[src/psb_consts.vh]
// Constants for the parallel slave buffer status block
`ifndef PSB_CONSTS_VH
`define PSB_CONSTS_VH

// Register addresses on the plain register port
`define PSB_ADDR_W 4
`define PSB_A_FLAGS 4'h0
`define PSB_A_CTRL 4'h1
`define PSB_A_IRQ_STAT 4'h2
`define PSB_A_IRQ_EN 4'h3
`define PSB_A_IRQ_CLR 4'h4
`define PSB_A_IN0 4'h8
`define PSB_A_OUT0 4'hC
// Buffer pages: address bits above the buffer index
`define PSB_A_PAGE_LO 2
`define PSB_A_IN_PAGE 2'h2
`define PSB_A_OUT_PAGE 2'h3

// Field positions in the flags register
`define PSB_F_IN_ALL 15
`define PSB_F_IN_OVF 14
`define PSB_F_IN_FULL_HI 11
`define PSB_F_IN_FULL_LO 8
`define PSB_F_OUT_ALL 7
`define PSB_F_OUT_UNF 6
`define PSB_F_OUT_EMPTY_HI 3
`define PSB_F_OUT_EMPTY_LO 0

// Control bit: slave mode enable
`define PSB_C_SLAVE 0

// Interrupt status layout
`define PSB_I_OVF 0
`define PSB_I_UNF 1
`define PSB_I_IN_ALL 2
`define PSB_I_OUT_ALL 3
`define PSB_IRQ_W 4

// Widths and reset values
`define PSB_NBUF 4
`define PSB_BYTE_W 8
`define PSB_DATA_W 16
`define PSB_ZERO16 16'h0000
`define PSB_ZERO8 8'h00
`define PSB_ZERO4 4'h0
`define PSB_ZERO2 2'h0
`define PSB_ONES4 4'hF

`endif

[src/psb_sync.v]
// Two-flop synchroniser for one pin-level input
module psb_sync (
    // Clock and reset
    input wire core_clk,
    input wire rst_n,
    // Asynchronous input and synchronised output
    input wire pin_in,
    output reg pin_sync
);
    // First stage, read only by the second stage
    reg meta;

    // Shift the pin through two flops to settle metastability
    always @(posedge core_clk)
    begin
        if (!rst_n)
        begin
            meta <= 1'b0;
            pin_sync <= 1'b0;
        end
        else
        begin
            meta <= pin_in;
            pin_sync <= meta;
        end
    end
endmodule // psb_sync

[src/psb_edge.v]
// Rising-edge pulse generator for a synchronised strobe
module psb_edge (
    // Clock and reset
    input wire core_clk,
    input wire rst_n,
    // Synchronised level in, one-cycle pulse out
    input wire level,
    output wire pulse
);
    // Previous level sample
    reg level_d;

    // Remember last level
    always @(posedge core_clk)
    begin
        if (!rst_n)
            level_d <= 1'b0;
        else
            level_d <= level;
    end

    // Pulse on low-to-high transition only
    assign pulse = level & ~level_d;
endmodule // psb_edge

[src/psb_top.v]
// Parallel slave port buffers with status flags, errors and interrupt
// Register map on the plain register port
//   0x0  flags word, read only apart from the two error bits
//   0x1  control; bit 0 puts the port into slave operation
//   0x2  interrupt status, read only, sticky per event
//   0x3  interrupt enable, same layout as the status
//   0x4  interrupt clear, write only, a one clears a bit
//   0x8..0xB  input buffers, a read frees the buffer
//   0xC..0xF  output buffers, a write fills the buffer
//   Other addresses read zero and ignore writes
//
// Error bits: writing zero clears, writing one keeps the bit; a
// hardware set in the same cycle as the clear wins, so no event is lost.
//
// Interrupt events: bit 0 overflow, bit 1 underflow, bit 2 inputs
// became all full, bit 3 outputs became all empty.
//
// Host timing: strobes, address and data pass two flops each, so an
// access is seen about three cycles after the strobe falls. The host
// must hold address and data steady from three cycles before the
// strobe until it rises, and keep the strobe low at least four cycles
// and high at least three between accesses.
// Limitation: the data pins are synchronised bit by bit, so a byte that
// changes while the strobe is low may be taken as a mix of old and new.
`include "psb_consts.vh"

module psb_top (
    // Clock and reset
    input wire core_clk,
    input wire rst_n,
    // Register port, read data one cycle after the read strobe
    input wire [`PSB_ADDR_W-1:0] reg_addr,
    input wire [`PSB_DATA_W-1:0] reg_wdata,
    input wire reg_wr,
    input wire reg_rd,
    output reg [`PSB_DATA_W-1:0] reg_rdata,
    // Host side pins, asynchronous to core_clk
    input wire [1:0] host_addr,
    input wire host_wr_n,
    input wire host_rd_n,
    input wire [`PSB_BYTE_W-1:0] host_data_in,
    output reg [`PSB_BYTE_W-1:0] host_data_out,
    output reg host_data_oe,
    // Interrupt
    output reg irq
);
    // Synchronised strobe levels, high while the host strobe is low
    wire wr_sync;
    wire rd_sync;
    // One-cycle pulses at the start of each host access
    wire wr_pulse;
    wire rd_pulse;
    // Synchronised address and data, valid while the host holds them
    wire [1:0] haddr_sync;
    wire [`PSB_BYTE_W-1:0] hdata_sync;
    // Buffers
    reg [`PSB_BYTE_W-1:0] in_buf [0:`PSB_NBUF-1];
    reg [`PSB_BYTE_W-1:0] out_buf [0:`PSB_NBUF-1];
    // Per-buffer flags
    reg [`PSB_NBUF-1:0] input_byte_full_flags; // One per input buffer, high while unread
    reg [`PSB_NBUF-1:0] output_byte_empty_flags; // One per output buffer, high while empty
    // Sticky error flags
    reg input_overflow; // Host wrote a full input buffer
    reg output_underflow; // Host read an empty output buffer
    // Control and interrupt state
    reg slave_en; // Port works as a slave to the host
    reg [`PSB_IRQ_W-1:0] irq_stat; // Sticky event bits
    reg [`PSB_IRQ_W-1:0] irq_en; // Event enables
    // Summary flags, combinational from per-buffer flags
    wire input_all_full; // High when every input buffer is full
    wire output_all_empty; // High when every output buffer is empty
    // Status word as software sees it
    wire [`PSB_DATA_W-1:0] flags_word;
    // Interrupt events, one cycle pulses
    wire [`PSB_IRQ_W-1:0] irq_evt;
    // Host accesses qualified by slave mode
    wire host_wr_evt; // Host write seen
    wire host_rd_evt; // Host read seen
    // Internal side buffer access decode
    wire [1:0] sw_idx; // Buffer index from the address
    wire sw_in_rd; // Internal read of an input buffer
    wire sw_out_wr; // Internal write of an output buffer
    // Summary flags one cycle ago, for transition events
    reg input_all_full_d;
    reg output_all_empty_d;
    // Read mux output, registered into reg_rdata
    reg [`PSB_DATA_W-1:0] next_rdata;

    // Strobes are active low on the pins; invert before edge detection
    // Each strobe crosses on its own pair of flops; the edge detector
    // then turns the settled level into one pulse per access
    psb_sync u_sync_wr (.core_clk(core_clk), .rst_n(rst_n), .pin_in(~host_wr_n),
        .pin_sync(wr_sync));
    psb_sync u_sync_rd (.core_clk(core_clk), .rst_n(rst_n), .pin_in(~host_rd_n),
        .pin_sync(rd_sync));
    psb_edge u_edge_wr (.core_clk(core_clk), .rst_n(rst_n), .level(wr_sync),
        .pulse(wr_pulse));
    psb_edge u_edge_rd (.core_clk(core_clk), .rst_n(rst_n), .level(rd_sync),
        .pulse(rd_pulse));

    // Address and data bits each pass two flops; host must hold them stable
    // across the strobe, since a bit-wise synchroniser cannot keep a bus coherent
    genvar gi;
    generate
        for (gi = 0; gi < 2; gi = gi + 1)
        begin : g_addr
            psb_sync u_s (.core_clk(core_clk), .rst_n(rst_n), .pin_in(host_addr[gi]),
                .pin_sync(haddr_sync[gi]));
        end
        for (gi = 0; gi < `PSB_BYTE_W; gi = gi + 1)
        begin : g_data
            psb_sync u_s (.core_clk(core_clk), .rst_n(rst_n), .pin_in(host_data_in[gi]),
                .pin_sync(hdata_sync[gi]));
        end
    endgenerate

    // Host accesses count only while the port is a slave
    // Outside slave operation the host cannot fill, drain or flag anything
    assign host_wr_evt = wr_pulse & slave_en;
    assign host_rd_evt = rd_pulse & slave_en;

    // Internal side buffer selection from the low address bits
    // The upper address bits pick the page: input buffers, output buffers
    // or the control registers, so one compare decodes four addresses
    assign sw_idx = reg_addr[`PSB_A_PAGE_LO-1:0];
    assign sw_in_rd = reg_rd && (reg_addr[`PSB_ADDR_W-1:`PSB_A_PAGE_LO] == `PSB_A_IN_PAGE);
    assign sw_out_wr = reg_wr && (reg_addr[`PSB_ADDR_W-1:`PSB_A_PAGE_LO] == `PSB_A_OUT_PAGE);

    // Summary flags recomputed every cycle
    // No storage of their own: they can never disagree with the
    // per-buffer flags, at the cost of a four-input AND in the read path
    assign input_all_full = &input_byte_full_flags;
    assign output_all_empty = &output_byte_empty_flags;

    // Flags word; unused bit positions are constant zero
    // Built from wires rather than stored, so the unused bits have no
    // storage that a write could ever reach
    assign flags_word = {input_all_full, input_overflow, `PSB_ZERO2,
        input_byte_full_flags, output_all_empty, output_underflow, `PSB_ZERO2,
        output_byte_empty_flags};

    // Per-buffer flag and data storage, one slice per buffer
    // All buffers reset empty, so the input full flags start low and the
    // output empty flags start high
    generate
        for (gi = 0; gi < `PSB_NBUF; gi = gi + 1)
        begin : g_buf
            always @(posedge core_clk)
            begin
                if (!rst_n)
                begin
                    in_buf[gi] <= `PSB_ZERO8;
                    out_buf[gi] <= `PSB_ZERO8;
                    input_byte_full_flags[gi] <= 1'b0;
                    output_byte_empty_flags[gi] <= 1'b1;
                end
                else
                begin
                    // Host write fills an empty input buffer; a full one keeps old data
                    // The byte already there is not lost; overflow reports the attempt
                    if (host_wr_evt && haddr_sync == gi && !input_byte_full_flags[gi])
                    begin
                        in_buf[gi] <= hdata_sync;
                        input_byte_full_flags[gi] <= 1'b1;
                    end
                    else if (sw_in_rd && sw_idx == gi)
                        input_byte_full_flags[gi] <= 1'b0;
                    // Internal write wins over a same-cycle host read
                    // so the new byte stays marked full for the next host read
                    if (sw_out_wr && sw_idx == gi)
                    begin
                        out_buf[gi] <= reg_wdata[`PSB_BYTE_W-1:0];
                        output_byte_empty_flags[gi] <= 1'b0;
                    end
                    else if (host_rd_evt && haddr_sync == gi)
                        output_byte_empty_flags[gi] <= 1'b1;
                end
            end
        end
    endgenerate

    // Sticky errors: hardware set wins over a same-cycle software clear
    // Writing zero clears an error bit and writing one keeps it, so a
    // read-modify-write of the flags word in slave mode never clears an error by accident
    always @(posedge core_clk)
    begin
        if (!rst_n)
        begin
            input_overflow <= 1'b0;
            output_underflow <= 1'b0;
        end
        else
        begin
            if (host_wr_evt && input_byte_full_flags[haddr_sync])
                input_overflow <= 1'b1;
            else if (reg_wr && reg_addr == `PSB_A_FLAGS && !reg_wdata[`PSB_F_IN_OVF])
                input_overflow <= 1'b0;
            if (host_rd_evt && output_byte_empty_flags[haddr_sync])
                output_underflow <= 1'b1;
            else if (reg_wr && reg_addr == `PSB_A_FLAGS && !reg_wdata[`PSB_F_OUT_UNF])
                output_underflow <= 1'b0;
        end
    end

    // Events: each overflow or underflow attempt and summary transitions to all-full / all-empty
    // The summary events fire on the transition only, so a buffer set that
    // stays full raises one interrupt, not one per cycle
    assign irq_evt[`PSB_I_OVF] = host_wr_evt & input_byte_full_flags[haddr_sync];
    assign irq_evt[`PSB_I_UNF] = host_rd_evt & output_byte_empty_flags[haddr_sync];
    assign irq_evt[`PSB_I_IN_ALL] = input_all_full & ~input_all_full_d;
    assign irq_evt[`PSB_I_OUT_ALL] = output_all_empty & ~output_all_empty_d;

    // Control, interrupt status and enable registers
    // The delayed summaries reset to the reset values of the summaries
    // themselves, so no false transition event follows reset
    always @(posedge core_clk)
    begin
        if (!rst_n)
        begin
            slave_en <= 1'b0;
            irq_en <= `PSB_ZERO4;
            irq_stat <= `PSB_ZERO4;
            input_all_full_d <= 1'b0;
            output_all_empty_d <= 1'b1;
            irq <= 1'b0;
        end
        else
        begin
            input_all_full_d <= input_all_full;
            output_all_empty_d <= output_all_empty;
            if (reg_wr && reg_addr == `PSB_A_CTRL)
                slave_en <= reg_wdata[`PSB_C_SLAVE];
            if (reg_wr && reg_addr == `PSB_A_IRQ_EN)
                irq_en <= reg_wdata[`PSB_IRQ_W-1:0];
            // Clear applies first, then new events are OR-ed so sets win
            if (reg_wr && reg_addr == `PSB_A_IRQ_CLR)
                irq_stat <= (irq_stat & ~reg_wdata[`PSB_IRQ_W-1:0]) | irq_evt;
            else
                irq_stat <= irq_stat | irq_evt;
            // Registered level interrupt; one cycle behind the status bit
            irq <= |(irq_stat & irq_en);
        end
    end

    // Read mux, registered so data stands the cycle after the strobe
    // Buffer contents show only during an actual read strobe, so a
    // stray address on the bus never exposes input data
    always @*
    begin
        next_rdata = `PSB_ZERO16;
        case (reg_addr)
            `PSB_A_FLAGS: next_rdata = slave_en ? flags_word : `PSB_ZERO16;
            `PSB_A_CTRL: next_rdata = {15'h0000, slave_en};
            `PSB_A_IRQ_STAT: next_rdata = {12'h000, irq_stat};
            `PSB_A_IRQ_EN: next_rdata = {12'h000, irq_en};
            default:
            begin
                if (sw_in_rd)
                    next_rdata = {8'h00, in_buf[sw_idx]};
                else
                    next_rdata = `PSB_ZERO16;
            end
        endcase
    end

    // Read data register; holds only in the cycle after the read strobe
    // Zero outside the answer cycle keeps a shared read bus quiet
    always @(posedge core_clk)
    begin
        if (!rst_n)
            reg_rdata <= `PSB_ZERO16;
        else if (reg_rd)
            reg_rdata <= next_rdata;
        else
            reg_rdata <= `PSB_ZERO16;
    end

    // Host read data path; drives the bus while the host strobe is active in slave mode
    // The byte is latched at the detected strobe edge and then holds, so
    // the host sees a steady value for the rest of its strobe
    always @(posedge core_clk)
    begin
        if (!rst_n)
        begin
            host_data_out <= `PSB_ZERO8;
            host_data_oe <= 1'b0;
        end
        else
        begin
            host_data_oe <= rd_sync & slave_en;
            if (host_rd_evt)
                host_data_out <= out_buf[haddr_sync];
        end
    end
endmodule // psb_top

[config.mk]
export PLATFORM = sky130hd
export DESIGN_NAME = psb_top
export DESIGN_NICKNAME = d
export VERILOG_FILES = /design/src/psb_sync.v /design/src/psb_edge.v /design/src/psb_top.v
export VERILOG_INCLUDE_DIRS = /design/src
export SDC_FILE = /design/constraint.sdc
export NUM_CORES = 1
export LEC_CHECK = 0
export BUFFER_PORTS_ARGS = -buffer_cell sky130_fd_sc_hd__buf_2
export CORE_ASPECT_RATIO = 1.1
export CORE_UTILIZATION = 57
export CTS_BUF_LIST = sky130_fd_sc_hd__clkbuf_16
export CTS_CLUSTER_SIZE = 25
export DETAILED_ROUTE_END_ITERATION = 10
export HOLD_SLACK_MARGIN = 0.08
export PLACE_DENSITY = 0.75
export SLEW_MARGIN = 20
export SYNTH_ARGS = -nofsm -noshare
export SYNTH_HDL_FRONTEND = slang
export SYNTH_SLANG_ARGS = --single-unit
[constraint.sdc]
create_clock -name core_clk -period 2.4 [get_ports core_clk]
set_clock_uncertainty 0.1 [all_clocks]
set_input_delay 0.24 -clock core_clk [delete_from_list [all_inputs] [get_ports core_clk]]
set_output_delay 0.24 -clock core_clk [all_outputs]
set_load 0.02 [all_outputs]
# Yosys cells after proc, flatten, opt, wreduce, memory -nomap -nowiden
# Memories as Yosys holds them, arrays and structs flattened. A register that Yosys moved wholly into a read port is not among the register bits.
# Index checks and enable logic that the tools add are counted.
[word_totals]
inputBits = 36
elab_cells = 202
memories = 2
ff_bits = 65
out_inout_bits = 26
mem_bits_rw = 64
[op_classes]
n_reduce_logical = 54
n_eq_ne = 12
magnitude_cmp = 1
mux = 61
bitwise_logic = 28
[memory_table]
columns = ["memory", "depth", "word_bits", "read_ports", "rd_ports_with_merged_regs", "wr", "line_no", "source"]
rows = [
  ["in_buf", 4, 8, 1, 0, 4, "psb_top.v:57", "reg [`PSB_BYTE_W-1:0] in_buf [0:`PSB_NBUF-1];"],
  ["out_buf", 4, 8, 1, 1, 4, "psb_top.v:58", "reg [`PSB_BYTE_W-1:0] out_buf [0:`PSB_NBUF-1];"],
]
[ops]
columns = ["operator", "count"]
rows = [
  ["two-way mux 8 bit", 9],
  ["one-hot mux 16 bit (4 select lines)", 1],
  ["two-way mux 1 bit", 47],
  ["logical AND 1 bit", 30],
  ["nonzero test 2 bit", 10],
  ["two-way mux 16 bit", 1],
  ["equality test 2 bit (second input constant)", 6],
  ["AND 1 bit", 9],
  ["AND 4 bit", 2],
  ["equality test 4 x 2 -> 1 bit (second input constant)", 2],
  ["bitwise OR 1 bit", 8],
  ["bitwise OR 4 bit", 2],
  ["AND reduction 4 bit", 2],
  ["logical NOT 1 bit", 7],
  ["NOT 1 bit", 6],
  ["binary-select mux 1 bit (select 2 bit)", 2],
  ["equality test 2 x 1 -> 1 bit (second input constant)", 2],
  ["equality test 4 x 1 -> 1 bit (second input constant)", 1],
  ["equality test 4 x 3 -> 1 bit (second input constant)", 1],
  ["logical NOT 2 bit", 2],
  ["logical NOT 4 bit", 1],
  ["two-way mux 4 bit", 1],
  ["NOT 4 bit", 1],
  ["OR reduction 4 bit", 1],
  ["2 further kinds", 2],
]

# Longest topological paths before layout
[depth]
word_depth = 9
ltp_mapped = 6
ltp_nobuf = 4

# Cells and area by module
# Synthesis repeated with hierarchy kept, for this count alone.
[hier_totals]
hier_cells = 421
area_unflattened_um2 = 5484.0
[modules_own_cells]
columns = ["mod", "cells_per_inst", "n_inst", "seq_area_each_um2", "area_each_um2"]
rows = [
  ["psb_top", 367, 1, 2822.7, 4773.3],
  ["psb_sync", 4, 12, 40.0, 52.6],
  ["psb_edge", 3, 2, 20.0, 40.0],
]

# Worst setup path before layout
# Ideal clock, no wire load.
[synth_timing]
path_type = "input to register"
from = "input reg_addr[1]"
to = "memory out_buf[0][0] in the netlist's numbering, enable pin"
setup_slack_ns = 0.542
stages = 4
t_required_ns = 1.916
setup_ns = 0.384
n_path_buf = 2
t_arrival_ns = 1.374
path_cell_list = "buf_2 or2_1 buf_2 o21ai_0"
[synth_rtl]
columns = ["item", "line_no", "source"]
rows = [
  ["start: declaration", "psb_top.v:32", "input wire [`PSB_ADDR_W-1:0] reg_addr,"],
  ["end: declaration", "psb_top.v:58", ""],
]

==> metrics.md <==
| Metric | Value |
|---|---|
| Status | finished clean |
| Die Width | 93.43 um |
| Detailed Routing Iterations Pass 1 | 5 |
| Row count | 36 |
| Fin. Hold Viols | 0 |
| Min-Delay Endpoint | irq_en[2] |
| # fillers | 588 |
| Reg clk slew, reported paths | 0.05 ns |
| Io pins | 62 |
| Slowest library cell on the worst path | or4b_1 |
| Kind of critical path | flop to flop |
| HPWL Detailed | 7742 um |
| Worst R2R Start | u_edge_wr.level_d |
| Slew HR | 57.48% |
| Largest stage delay, worst path | 0.55 ns |
| WL final | 11990 um |
| Initial Util | 59.07% |
| Synth area leaders | edfxtp_1 (37%), dfxtp_1 (27%), mux4_2 (7.7%), and2_1 (6.3%), nor2_1 (3.7%) |
| Seq cells post-synth | 135 |
| RSZ-0062 raised after global routing | false |
| Pin count of the biggest net entering global routing | 31 |
| # DRC | 0 |
| Setup Viol. Count Final | 0 |
| Slew Viols, Final | 0 |
| PostCTS Resize Cnt | 0 |
| Placer Congestion | 0.8864 |
| Peak supply drop | 0.5694 mV |
| Core Box Area | 0.008874 mm2 |
| TNS Setup | 0 ns |
| ANT cells | 0 |
| TritonCTS buffer count | 17 |
| Detail-routed via count per cell | 5.684 |
| Antenna violations before repair | 0 |
| Die footprint | 0.009583 mm2 |
| Total GRT Usage | 27.99% |
| Hold Startpoint | reg_wdata[2] |
| Nets | 553 |
| Post-synth top area share | 36.67% |
| Worst r2r path cells | 3 |
| Post-Syn Area | 0.005241 mm2 |
| Number of global-route vias before repair | 3707 |
| Via count | 3655 |
| Clock buffer depth | 2 |
| Max-cap viol count | 0 |
| Setup WS pre-CTS | 0.4417 ns |
| Crit-path cells | nand3b_1, or4b_1, nand2_1 |
| Crit path max-delay family | simple AND/OR/NAND/NOR gates |
| Layout cell share with drive strength beyond 1 | 22.87% |
| CTS tree | done |
| First DRT Iteration DRCs | 191 |
| Post-layout util | 72.70% |
| Distinct cells, synth | 42 |
| Syn Inst Count | 433 |
| Worst hold path type | input port to flop |
| Total power | 0.005345 W |
| # Post-CTS Setup Buffers | 0 |
| Num Clock Sinks | 135 |
| Final worst slack | 0.5268 ns |
| Yosys Warn Count | 0 |
| Arrival @ worst endpoint | 1.84 ns |
| Chip height | 102.6 um |
| H-tree levels | 4 |
| Crit path capture type | flop |
| Tmin final | 1.873 ns |
| CP Max Fanout | 8 |
| Area delta synth->final | 23.08% |
| Worst hold stages | 3 |
| Synth Flop Type | dfxtp_1 |
| CP bufs+invs | 0 |
| Avg Inst Size Synth | 12.10 um2 |
| Worst-Skew Late Latency | 0.42 ns |
| Gr ovfl total | 0 |
| Fmax | 533.8 MHz |
| FFs w/ async S/R, synth | 0% |
| FF-to-FF End | in_buf[1][1] |
| Seq/Total Area, Yosys | 63.79% |
| Final Cycle Share | 78.05% |
| Routed Antenna Nets | 0 |
| Static Leak | 2.465 nW |
| Power per cell area | 828.5 mW/mm2 |
| Root Driver | clkbuf_16 |
| CP Data Required Time | 2.37 ns |
| Input/output buffers | 52 |
| Synth area leader | edfxtp_1 |
| Wirelength per Cell | 18.64 um |
| CP Launch Type | flop |
| Final hold slack | 0.1392 ns |
| Worst-Margin Slew | 0.6312 ns |
| R2R Setup Slk | 0.53 ns |
| EDFF count, synth | 64 |
| First-pass GRT wire length | 19000 um |
==> flip-flops by register name (all words and copies together) (netlist names), 2 cells and up <==
register             cells
in_buf                  32
out_buf                 32
reg_rdata               14
flags_word               8
g_data.u_s.meta          8
g_data.u_s.pin_sync      8
host_data_out            8
irq_en                   4
irq_stat                 4
g_addr.u_s.meta          2
g_addr.u_s.pin_sync      2
==> synth_stat cells, types with 2 or more instances <==
library cell and count:
o21a_1 2, a21boi_1 2, nand2_1 35, nor2_1 51
nor3_1 11, o22ai_1 4, inv_1 9, a21oi_1 19
a22oi_1 7, nand4_1 3, or4b_1 2, a31oi_1 2
or3_1 2, buf_4 3, o21ai_1 6, clkbuf_1 10
edfxtp_1 64, nand2b_1 3, a22o_1 2, and3_1 2
nor2b_1 7, dfxtp_1 71, nand3b_1 4, nand3_1 4
mux2i_1 6, and2_1 53, mux4_2 18, o21ai_0 6
buf_2 12
==> worst max path at each step <==
stage                      start       endpoint  slack (ns)  cells after the start
5_1_grt        u_edge_wr.level_d   in_buf[1][1]        0.44                      3
4_1_cts        u_edge_wr.level_d   in_buf[1][1]        0.50                      3
3_5_place_dp         reg_addr[0]  out_buf[2][7]        0.44                      4
3_3_place_gp         reg_addr[0]  out_buf[2][7]        0.52                      4
6_report       u_edge_wr.level_d   in_buf[1][1]        0.53                      3
2_1_floorplan        reg_addr[1]  out_buf[0][0]        0.54                      4
==> report_power, final <==
group	total [W]	internal, W	switching (W)
Sequential	0.00251	0.00249	0.0000273
Combinational	0.000266	0.000118	0.000148
Clock	0.00257	0.00159	0.000973
Total	0.00534	0.00420	0.00115
==> cells in the final DEF, fill, tap and decap left out, drive strengths merged, types with 11 or more instances in the layout <==
cell type,netlist,layout
buf,16,69
mux4,18,18
and2,53,53
o21ai,12,12
nand2,35,35
clkbuf,10,18
nor3,11,11
dfxtp,71,71
inv,9,12
edfxtp,64,64
dlygate4sd3,0,21
nor2,52,52
a21oi,20,20
==> cell type report <==
class | count | area, um2 | area share, %
flip-flops and latches | 135 | 3343 | 51.82
clock buffers | 18 | 450.4 | 6.982
repair buffers | 90 | 598.1 | 9.271
well taps | 114 | 142.6 | 2.211
clock inverters | 13 | 146.4 | 2.269
multi-input cells | 263 | 1733 | 26.86
inverters | 10 | 37.54 | 0.5818
==> what timing repair did <==
item	CTS	global route
endpoints found under the hold margin	32	0
endpoints found under the setup margin	0	0
hold buffers	21	0
==> kinds of logic (layout without fill, tap and decap cells) <==
family	after synthesis	count (layout)	share of synthesized area, %
multiplexers	24	24	8.880
AND/OR/NAND/NOR	184	184	17.93
other	1	2	0.07155
buffers and inverters	36	131	3.223
AO/OA/AOI/OAI	53	53	6.111
flip-flops	135	135	63.79
==> layer usage <==
layer  vias to the layer above  share of wire, %  global-route usage, %
li1                       1695                 -                      -
met5                         -                 0                      0
met2                       134                54                  49.66
met3                        41               5.6                  8.333
met4                         0               3.5                  15.86
met1                      1785                37                  29.98
==> stage by stage <==
step / instances / area (um2)
2_1_floorplan: 434 / 5245
3_3_place_gp: 591 / 5644
3_5_place_dp: 591 / 5644
4_1_cts: 643 / 6451
5_1_grt: 643 / 6451
6_report: 643 / 6451
==> tightest hold or removal path: stages <==
cell and delay (ns):
buf_2 0.16, mux2i_1 0.11, nor2_1 0.09
(Power assumes the default switching activity.)
